===== src/include/otgev_pkg.sv =====
// constants and carrier types for the on-the-go control and event register block
// assumes a single clock domain; pin level inputs are raw and get synchronised inside
package otgev_pkg;

  // ----------------------------------------------------------------
  // register addresses (6-bit command address field)
  // ----------------------------------------------------------------
  localparam logic [5:0] ADDR_OTG    = 6'h0a;
  localparam logic [5:0] ADDR_RISE   = 6'h0d;
  localparam logic [5:0] ADDR_FALL   = 6'h10;
  localparam logic [5:0] ADDR_STATUS = 6'h13;
  localparam logic [5:0] ADDR_LATCH  = 6'h14;
  localparam logic [5:0] OFS_SET     = 6'h01;
  localparam logic [5:0] OFS_CLR     = 6'h02;

  // ----------------------------------------------------------------
  // command byte encoding
  // ----------------------------------------------------------------
  localparam logic [1:0] CMD_WRITE = 2'h2;
  localparam logic [1:0] CMD_READ  = 2'h3;

  // ----------------------------------------------------------------
  // reset values
  // ----------------------------------------------------------------
  localparam logic [7:0] OTG_RESET    = 8'h06;
  localparam logic [4:0] RISE_RESET   = 5'h1f;
  localparam logic [4:0] FALL_RESET   = 5'h1f;
  localparam logic [4:0] STATUS_RESET = 5'h00;
  localparam logic [4:0] LATCH_RESET  = 5'h00;
  localparam logic [2:0] RSVD_ZERO    = 3'h0;

  // ----------------------------------------------------------------
  // field positions
  // ----------------------------------------------------------------
  localparam int OTG_ID_PULLUP   = 0;
  localparam int OTG_DP_PULLDOWN = 1;
  localparam int OTG_DM_PULLDOWN = 2;
  localparam int OTG_DISCHARGE   = 3;
  localparam int OTG_CHARGE      = 4;
  localparam int OTG_DRIVE_INT   = 5;
  localparam int OTG_DRIVE_EXT   = 6;
  localparam int OTG_USE_EXT     = 7;

  localparam int SRC_N           = 5;
  localparam int SRC_HOST_DETACH = 0;
  localparam int SRC_POWER_VALID = 1;
  localparam int SRC_SESS_VALID  = 2;
  localparam int SRC_SESS_END    = 3;
  localparam int SRC_ID_GND      = 4;

  localparam int SYNC_STAGES     = 2;

  // ----------------------------------------------------------------
  // types
  // ----------------------------------------------------------------
  typedef enum logic [1:0] {
    OTGEV_OP_NONE,
    OTGEV_OP_WRITE,
    OTGEV_OP_SET,
    OTGEV_OP_CLEAR
  } otgev_op_t;

  typedef struct packed {
    logic       valid;
    logic [7:0] cmd;
    logic [7:0] wdata;
  } otgev_cmd_t;

  typedef struct packed {
    logic id_pin_pullup_en;
    logic plus_line_pulldown_en;
    logic minus_line_pulldown_en;
    logic bus_power_discharge_en;
    logic bus_power_charge_en;
    logic vbus_supply_request;
    logic use_ext_power_indicator;
  } otgev_pins_t;

  typedef struct packed {
    logic host_detach;
    logic power_valid_int;
    logic ext_power_indicator_in;
    logic session_valid_flag;
    logic session_end_flag;
    logic id_grounded_flag;
  } otgev_sense_t;

endpackage : otgev_pkg


===== src/hw/otgev_sync.sv =====
// multi-bit level synchroniser for the comparator and indicator pins
// assumes each bit is an independent slow level; no word coherence is implied
`timescale 1ns/1ns
module otgev_sync #(
  parameter int W      = 6,
  parameter int STAGES = otgev_pkg::SYNC_STAGES
) (
  input  wire logic         mclk,
  input  wire logic         rst,
  input  wire logic         ce,
  input  wire logic [W-1:0] d,
  output logic      [W-1:0] q
);

  // ----------------------------------------------------------------
  // synchroniser chain
  // ----------------------------------------------------------------
  logic [W-1:0] stage_reg  [STAGES];
  logic [W-1:0] stage_next [STAGES];

  // each stage is read only by the next stage, except the last one, which drives q
  always_comb begin
    for (int i = 0; i < STAGES; i++) begin
      stage_next[i] = stage_reg[i];
    end
    if (ce) begin
      stage_next[0] = d;
      for (int i = 1; i < STAGES; i++) begin
        stage_next[i] = stage_reg[i-1];
      end
    end
  end

  always_ff @(posedge mclk or posedge rst) begin
    if (rst) begin
      for (int i = 0; i < STAGES; i++) begin
        stage_reg[i] <= '0;
      end
    end else begin
      for (int i = 0; i < STAGES; i++) begin
        stage_reg[i] <= stage_next[i];
      end
    end
  end

  assign q = stage_reg[STAGES-1];

endmodule : otgev_sync


===== src/hw/otgev_regs.sv =====
// on-the-go control register and line/session event registers
// assumes the command byte framing has been stripped upstream and arrives as
// one valid cycle on mclk carrying command and write data together
`timescale 1ns/1ns
module otgev_regs (
  input  wire logic                   mclk,
  input  wire logic                   rst,
  input  wire logic                   ce,
  input  wire logic                   host_mode,
  input  wire otgev_pkg::otgev_sense_t sense,
  input  wire otgev_pkg::otgev_cmd_t   cmd,
  output logic                        rdata_valid,
  output logic [7:0]                  rdata,
  output otgev_pkg::otgev_pins_t      pins,
  output logic                        rx_status_req,
  output logic [3:0]                  comparator_state
);

  // ----------------------------------------------------------------
  // helpers
  // ----------------------------------------------------------------
  function automatic otgev_pkg::otgev_op_t reg_op(input logic [5:0] a,
                                                  input logic [5:0] base);
    if (a == base) begin
      reg_op = otgev_pkg::OTGEV_OP_WRITE;
    end else if (a == base + otgev_pkg::OFS_SET) begin
      reg_op = otgev_pkg::OTGEV_OP_SET;
    end else if (a == base + otgev_pkg::OFS_CLR) begin
      reg_op = otgev_pkg::OTGEV_OP_CLEAR;
    end else begin
      reg_op = otgev_pkg::OTGEV_OP_NONE;
    end
  endfunction : reg_op

  function automatic logic [7:0] apply_op(input otgev_pkg::otgev_op_t op,
                                          input logic [7:0] cur,
                                          input logic [7:0] wd);
    case (op)
      otgev_pkg::OTGEV_OP_WRITE: apply_op = wd;
      otgev_pkg::OTGEV_OP_SET:   apply_op = cur | wd;
      otgev_pkg::OTGEV_OP_CLEAR: apply_op = cur & ~wd;
      default:                   apply_op = cur;
    endcase
  endfunction : apply_op

  // ----------------------------------------------------------------
  // pin synchronisers
  // ----------------------------------------------------------------
  otgev_pkg::otgev_sense_t sense_sync;

  otgev_sync #(
    .W      ($bits(otgev_pkg::otgev_sense_t)),
    .STAGES (otgev_pkg::SYNC_STAGES)
  ) u_sync (
    .mclk (mclk),
    .rst  (rst),
    .ce   (ce),
    .d    (sense),
    .q    (sense_sync)
  );

  // ----------------------------------------------------------------
  // state
  // ----------------------------------------------------------------
  logic [7:0]             otg_reg;
  logic [7:0]             otg_next;
  logic [4:0]             rise_en_reg;
  logic [4:0]             rise_en_next;
  logic [4:0]             fall_en_reg;
  logic [4:0]             fall_en_next;
  logic [4:0]             status_reg;
  logic [4:0]             status_next;
  logic [4:0]             latch_reg;
  logic [4:0]             latch_next;
  otgev_pkg::otgev_pins_t pins_reg;
  otgev_pkg::otgev_pins_t pins_next;

  // pin levels at reset follow the control reset value, so both pull-downs start on
  localparam otgev_pkg::otgev_pins_t PINS_RESET = '{
    id_pin_pullup_en:        otgev_pkg::OTG_RESET[otgev_pkg::OTG_ID_PULLUP],
    plus_line_pulldown_en:   otgev_pkg::OTG_RESET[otgev_pkg::OTG_DP_PULLDOWN],
    minus_line_pulldown_en:  otgev_pkg::OTG_RESET[otgev_pkg::OTG_DM_PULLDOWN],
    bus_power_discharge_en:  otgev_pkg::OTG_RESET[otgev_pkg::OTG_DISCHARGE],
    bus_power_charge_en:     otgev_pkg::OTG_RESET[otgev_pkg::OTG_CHARGE],
    vbus_supply_request:     otgev_pkg::OTG_RESET[otgev_pkg::OTG_DRIVE_INT] |
                             otgev_pkg::OTG_RESET[otgev_pkg::OTG_DRIVE_EXT],
    use_ext_power_indicator: otgev_pkg::OTG_RESET[otgev_pkg::OTG_USE_EXT]};
  logic [7:0]             rdata_reg;
  logic [7:0]             rdata_next;
  logic                   rdata_valid_reg;
  logic                   rdata_valid_next;
  logic                   rx_req_reg;
  logic                   rx_req_next;
  logic [3:0]             comp_reg;
  logic [3:0]             comp_next;

  // ----------------------------------------------------------------
  // command decode
  // ----------------------------------------------------------------
  logic                  taken;
  logic                  is_write;
  logic                  is_read;
  logic [5:0]            addr;
  otgev_pkg::otgev_op_t  otg_op;
  otgev_pkg::otgev_op_t  rise_op;
  otgev_pkg::otgev_op_t  fall_op;
  logic                  latch_read;

  assign taken      = ce & cmd.valid;
  assign addr       = cmd.cmd[5:0];
  assign is_write   = taken && (cmd.cmd[7:6] == otgev_pkg::CMD_WRITE);
  assign is_read    = taken && (cmd.cmd[7:6] == otgev_pkg::CMD_READ);
  assign otg_op     = is_write ? reg_op(addr, otgev_pkg::ADDR_OTG)  : otgev_pkg::OTGEV_OP_NONE;
  assign rise_op    = is_write ? reg_op(addr, otgev_pkg::ADDR_RISE) : otgev_pkg::OTGEV_OP_NONE;
  assign fall_op    = is_write ? reg_op(addr, otgev_pkg::ADDR_FALL) : otgev_pkg::OTGEV_OP_NONE;
  assign latch_read = is_read && (addr == otgev_pkg::ADDR_LATCH);

  // ----------------------------------------------------------------
  // sources and edges
  // ----------------------------------------------------------------
  logic [4:0] src;
  logic [4:0] rise_vec;
  logic [4:0] fall_vec;
  logic [4:0] ev_rise;
  logic [4:0] ev_fall;
  logic [4:0] ev;
  logic [4:0] host_gate;

  // detach is forced low outside host mode so it can neither show nor latch
  assign src[otgev_pkg::SRC_HOST_DETACH] = sense_sync.host_detach & host_mode;
  assign src[otgev_pkg::SRC_POWER_VALID] = otg_reg[otgev_pkg::OTG_USE_EXT] ?
                                           sense_sync.ext_power_indicator_in :
                                           sense_sync.power_valid_int;
  assign src[otgev_pkg::SRC_SESS_VALID]  = sense_sync.session_valid_flag;
  assign src[otgev_pkg::SRC_SESS_END]    = sense_sync.session_end_flag;
  assign src[otgev_pkg::SRC_ID_GND]      = sense_sync.id_grounded_flag;

  // status_reg doubles as the previous sample, so each change is seen once
  assign rise_vec  = src & ~status_reg;
  assign fall_vec  = ~src & status_reg;
  assign ev_rise   = rise_vec & rise_en_reg;
  assign ev_fall   = fall_vec & fall_en_reg;
  assign host_gate = {4'hf, host_mode};
  assign ev        = (ev_rise | ev_fall) & host_gate;

  // ----------------------------------------------------------------
  // next state
  // ----------------------------------------------------------------
  always_comb begin
    otg_next         = otg_reg;
    rise_en_next     = rise_en_reg;
    fall_en_next     = fall_en_reg;
    status_next      = status_reg;
    latch_next       = latch_reg;
    rdata_next       = rdata_reg;
    rdata_valid_next = rdata_valid_reg;
    rx_req_next      = rx_req_reg;
    comp_next        = comp_reg;
    if (ce) begin
      otg_next     = apply_op(otg_op, otg_reg, cmd.wdata);
      rise_en_next = 5'(apply_op(rise_op, {3'h0, rise_en_reg}, cmd.wdata));
      fall_en_next = 5'(apply_op(fall_op, {3'h0, fall_en_reg}, cmd.wdata));
      status_next  = src;
      // a new event beats the read clear in the same cycle
      latch_next   = (latch_read ? otgev_pkg::LATCH_RESET : latch_reg) | ev;
      rx_req_next  = |(rise_vec[4:1] | fall_vec[4:1]);
      comp_next    = src[4:1];
      rdata_valid_next = is_read;
      if (is_read) begin
        if (reg_op(addr, otgev_pkg::ADDR_OTG) != otgev_pkg::OTGEV_OP_NONE) begin
          rdata_next = otg_reg;
        end else if (reg_op(addr, otgev_pkg::ADDR_RISE) != otgev_pkg::OTGEV_OP_NONE) begin
          rdata_next = {otgev_pkg::RSVD_ZERO, rise_en_reg};
        end else if (reg_op(addr, otgev_pkg::ADDR_FALL) != otgev_pkg::OTGEV_OP_NONE) begin
          rdata_next = {otgev_pkg::RSVD_ZERO, fall_en_reg};
        end else if (addr == otgev_pkg::ADDR_STATUS) begin
          rdata_next = {otgev_pkg::RSVD_ZERO, status_reg};
        end else if (addr == otgev_pkg::ADDR_LATCH) begin
          rdata_next = {otgev_pkg::RSVD_ZERO, latch_reg};
        end else begin
          rdata_next = 8'h00;
        end
      end
    end
  end

  always_comb begin
    pins_next.id_pin_pullup_en        = otg_next[otgev_pkg::OTG_ID_PULLUP];
    pins_next.plus_line_pulldown_en   = otg_next[otgev_pkg::OTG_DP_PULLDOWN];
    pins_next.minus_line_pulldown_en  = otg_next[otgev_pkg::OTG_DM_PULLDOWN];
    pins_next.bus_power_discharge_en  = otg_next[otgev_pkg::OTG_DISCHARGE];
    pins_next.bus_power_charge_en     = otg_next[otgev_pkg::OTG_CHARGE];
    pins_next.vbus_supply_request     = otg_next[otgev_pkg::OTG_DRIVE_INT] |
                                        otg_next[otgev_pkg::OTG_DRIVE_EXT];
    pins_next.use_ext_power_indicator = otg_next[otgev_pkg::OTG_USE_EXT];
  end

  always_ff @(posedge mclk or posedge rst) begin
    if (rst) begin
      otg_reg         <= otgev_pkg::OTG_RESET;
      rise_en_reg     <= otgev_pkg::RISE_RESET;
      fall_en_reg     <= otgev_pkg::FALL_RESET;
      status_reg      <= otgev_pkg::STATUS_RESET;
      latch_reg       <= otgev_pkg::LATCH_RESET;
      pins_reg        <= PINS_RESET;
      rdata_reg       <= 8'h00;
      rdata_valid_reg <= 1'b0;
      rx_req_reg      <= 1'b0;
      comp_reg        <= 4'h0;
    end else begin
      otg_reg         <= otg_next;
      rise_en_reg     <= rise_en_next;
      fall_en_reg     <= fall_en_next;
      status_reg      <= status_next;
      latch_reg       <= latch_next;
      pins_reg        <= pins_next;
      rdata_reg       <= rdata_next;
      rdata_valid_reg <= rdata_valid_next;
      rx_req_reg      <= rx_req_next;
      comp_reg        <= comp_next;
    end
  end

  // pulses stretch while ce is low since all state freezes
  assign rdata_valid      = rdata_valid_reg;
  assign rdata            = rdata_reg;
  assign pins             = pins_reg;
  assign rx_status_req    = rx_req_reg;
  assign comparator_state = comp_reg;

  logic [7:0] otg_set_val;
  logic       otg_set_hit;
  logic       otg_wr_hit;
  assign otg_set_val = otg_reg | cmd.wdata;
  assign otg_set_hit = (otg_op == otgev_pkg::OTGEV_OP_SET);
  assign otg_wr_hit  = (otg_op == otgev_pkg::OTGEV_OP_WRITE);
endmodule : otgev_regs


===== config.mk =====
export PLATFORM = sky130hd
export DESIGN_NAME = otgev_regs
export DESIGN_NICKNAME = d
export VERILOG_FILES = /design/src/include/otgev_pkg.sv /design/src/hw/otgev_sync.sv /design/src/hw/otgev_regs.sv
export SDC_FILE = /design/constraint.sdc
export NUM_CORES = 1
export LEC_CHECK = 0
export ABC_AREA = 1
export BUFFER_PORTS_ARGS = -buffer_cell sky130_fd_sc_hd__buf_2
export CAP_MARGIN = 30
export CORE_ASPECT_RATIO = 1.25
export CORE_MARGIN = 2
export CORE_UTILIZATION = 60
export CTS_CLUSTER_DIAMETER = 150
export DETAILED_ROUTE_END_ITERATION = 16
export GPL_ROUTABILITY_DRIVEN = 0
export HOLD_SLACK_MARGIN = 0.03
export MAX_ROUTING_LAYER = met4
export PLACE_DENSITY_LB_ADDON = 0.1
export REMOVE_ABC_BUFFERS = 1
export SYNTH_ARGS = -nofsm -noshare
export SYNTH_HDL_FRONTEND = slang
export SYNTH_SLANG_ARGS = --single-unit

===== constraint.sdc =====
create_clock -name mclk -period 2.5 [get_ports mclk]
set_input_delay 0.25 -clock mclk [delete_from_list [all_inputs] [get_ports mclk]]
set_output_delay 0.25 -clock mclk [all_outputs]
set_load 0.05 [all_outputs]

==> results list <==
- Result of the run: finished clean
- Number of antenna violations at the first check in global routing: 0
- Boundary pin count: 48
* Routed WL per cell: 13.8 microns
* Pin slew with the least headroom to its limit: 626 ps
- Summed over all layers, the global routing overflow is 0.
- Startpoint kind of the worst setup timing path: flip-flop
- The first global-routing pass estimated 10600 microns of wire.
- Cells fill 70.3% of the core in the end.
* Initial detailed-routing violation count: 155
- Number of synthesized flops with an enable pin: 0
- List of most frequent post-synthesis cells: 111 x sky130_fd_sc_hd__nand2_1, 39 x sky130_fd_sc_hd__dfrtp_1, 27 x sky130_fd_sc_hd__inv_1, 27 x sky130_fd_sc_hd__nor2_1, 26 x sky130_fd_sc_hd__nand3_1
- In the final layout, the share of cells above drive strength 1 is 23.5%.
- Unrepaired setup endpoints after global routing: false
* Final worst path period need: 1490 ps
- The final layout contains routed wiring with a total length of 6160 microns.
- After layout, the worst path uses 59.5% of the clock period.
* Share of async-settable or async-resettable flops after synthesis: 100%
* Detail-routed via count per cell: 5.35
- Synthesized instance count: 346
- Critical path endpoint category: flip-flop
- The synthesized design devotes to its leading area cell type 35.7% of total area.
- Setup violations remaining at the end of the flow were counted as 0.
- Post-Place Cell Area: 2970 sq um
- Cell area after layout: 3090 sq um
- CTS sink count: 51
- Sum of net half-perimeters after detailed placement: 4580 microns
* Largest fanout on the critical path: 5
- Starting utilization of the core area: 62.3%
- Sequential elements use 47.2% of the synthesized area.
* Worst slack at placement: 970 ps
* Buffer cell driving the clock tree root: sky130_fd_sc_hd__clkbuf_8
- Area growth, synth to finish: 12.8%
* Cell types occupying the most area after synthesis: sky130_fd_sc_hd__dfrtp_1 36%, sky130_fd_sc_hd__nand2_1 15%, sky130_fd_sc_hd__dfstp_2 12%
- In the routed design, unresolved DRC markers number 0.
* Number of cells in the design after placement: 437
- Number of synthesized register bits: 51
- Post-CTS Repair Setup Buffers: 0
* Leakage power total: 1.62 nW
- Clock-pin slew was measured on the worst setup and hold paths at 90 ps.
- The detailed router placed 2382 vias in this run.
- The synthesized design spends more area on one cell type than any other, namely sky130_fd_sc_hd__dfrtp_1.
- TritonCTS built the clock tree.
* Most frequently used cell type in the post-synthesis netlist: sky130_fd_sc_hd__nand2_1
- Most used flip-flop cell after synthesis: sky130_fd_sc_hd__dfrtp_1
- Sequential Area: 1290 sq um
* Number of filler instances in the final layout: 361
* Arrival time of the worst setup path: 1680 ps
* Post-route worst setup slack: 1010 ps
- The floorplan step defined a die boundary enclosing 5120 sq um.
- Pin count of the biggest net entering global routing: 31
- Headroom to the max-slew limit: 58.2%
* Yosys warnings: 0
- Synthesized cell area: 2740 sq um
* Startpoint-to-endpoint class of the critical path: flip-flop to flip-flop
- In this run the power density over the cells is 644 nW/um^2.
- Per report_power, the combinational group accounts for 20.4% of the total.
* DR pass1 iterations: 5
* Global router's overall resource usage: 27.8%
- Excluding fillers, the count of instances in the completed layout stands at 445.
* CTS hold repair buffers: 0
- A synthesized cell averages 7.91 sq um.
- In this run the worst hold path is classified as primary input to asynchronous set/reset pin.
- Post-CTS repair changed the size of 0 cells.
- After synthesis, the netlist uses 24 different library cells.
- Switching fraction of total power: 31.6%
- Hold violation count in the final report: 0
- Area of combinational cells with multiple inputs: 1210 sq um
- The via count of the first global-routing pass was 2330.
* Worst ir drop on vdd: 396 uV
- Number of buffers created by CTS: 5
- Power dissipated by switching net loads: 0.628 mW
- Row count: 27
- Die Height: 79.5 microns
- The net count of the finished layout is 421.
- Setup total negative slack on the finished layout was measured at 0 ps.
- Clock H-tree levels: 2
- Maximum buffer depth of the clock tree: 2
- The detail route stage leaves a number of antenna-violating nets equal to 0.
- The tool flagged a number of max-cap violations equal to 0.
- Port buffering added 47 buffers.
- Between clock sinks in the finished design, the worst skew comes to 6.78 ps.
* Tot Pwr: 1.99 mW
* Fraction of power consumed by the clock network: 29.8%
- The repair_antennas step left the layout with diodes totalling 0.
- Final hold analysis gives a worst-case slack of 15.5 ps.
- Highest clock frequency the design can meet: 672 MHz
- The internal portion of the total power is 1.36 mW.
* Reg power frac: 49.8%
- Slew Viols, Final: 0
- Data required, critical path: 2700 ps
* Core region area: 4390 sq um
* Die width: 64.4 microns
- Clock latency on the worst-skew pair, taken at its later pin, is 310 ps.
power groups by stage:
stage          Combinational [mW]  Sequential, mW  Clock [mW]
3_3_place_gp                0.397            1.00           0
2_1_floorplan               0.153            1.12           0
5_1_grt                     0.455            1.00       0.632
3_5_place_dp                0.407            1.00           0
6_report                    0.406           0.989       0.592
4_1_cts                     0.409           0.988       0.604
layer usage:
metal	vias up	global-route usage (%)	wire length, microns
met5	-	-	0
li1	1197	-	-
met4	0	9.57	74
met1	1105	31.5	2520
met3	8	5.22	295
met2	72	49.2	3270
final cells by class:
| type | instances | share of cell area, % |
|---|---|---|
| Inverter | 32 | 4.05 |
| Sequential cell | 51 | 41.8 |
| Tap cell | 58 | 2.35 |
| Clock buffer | 6 | 2.68 |
| Multi-Input combinational cell | 245 | 39.4 |
| Clock inverter | 2 | 1.13 |
| Timing Repair Buffer | 51 | 8.59 |
worst paths after layout:
kind                                                   end  cells past startpoint                             from  slack (ps)
max                               latch_reg[1]$_DFFE_PP0P_                      6           otg_reg[7]$_DFFE_PP0P_        1010
min                                rdata_valid$_DFFE_PP0P_                      2                              rst          20
max reg2reg                       latch_reg[1]$_DFFE_PP0P_                      6           otg_reg[7]$_DFFE_PP0P_        1010
min reg2reg                u_sync.stage_reg[9]$_DFFE_PP0P_                      2  u_sync.stage_reg[9]$_DFFE_PP0P_         480
max in group asynchronous           otg_reg[2]$_DFFE_PP1P_                      3                              rst        1810
min in group mclk          u_sync.stage_reg[6]$_DFFE_PP0P_                      3                         sense[0]         140
worst max-delay path: stages, from the launching register on:
cell,delay [ps]
sky130_fd_sc_hd__dfrtp_1,450
sky130_fd_sc_hd__o21ai_0,300
sky130_fd_sc_hd__inv_1,90
sky130_fd_sc_hd__ha_1,200
sky130_fd_sc_hd__a22o_1,230
sky130_fd_sc_hd__nand2_1,60
sky130_fd_sc_hd__nand2_1,50
cell families (layout without fill, tap and decap cells):
family                   Yosys count  count (layout)  synth area share [%]
AO/OA/AOI/OAI                     40              40                  8.46
adder cells (fa/ha/maj)            8               8                  3.66
buffers and inverters             50              91                  8.41
flip-flops                        51              51                  47.2
AND/OR/NAND/NOR                  197             197                  32.3
layout by cell type, fill, tap and decap left out, drive strengths merged, types with 4 or more instances in the layout:
cell,synthesis,final
nand3,27,27
nand2,114,114
dfrtp,39,39
clkbuf,8,6
inv,31,31
o21ai,32,32
nor2,34,34
a22o,4,4
buf,10,51
dfstp,12,12
ha,8,8
nand4,20,20
Note: power is estimated with default switching activity, not from simulation.
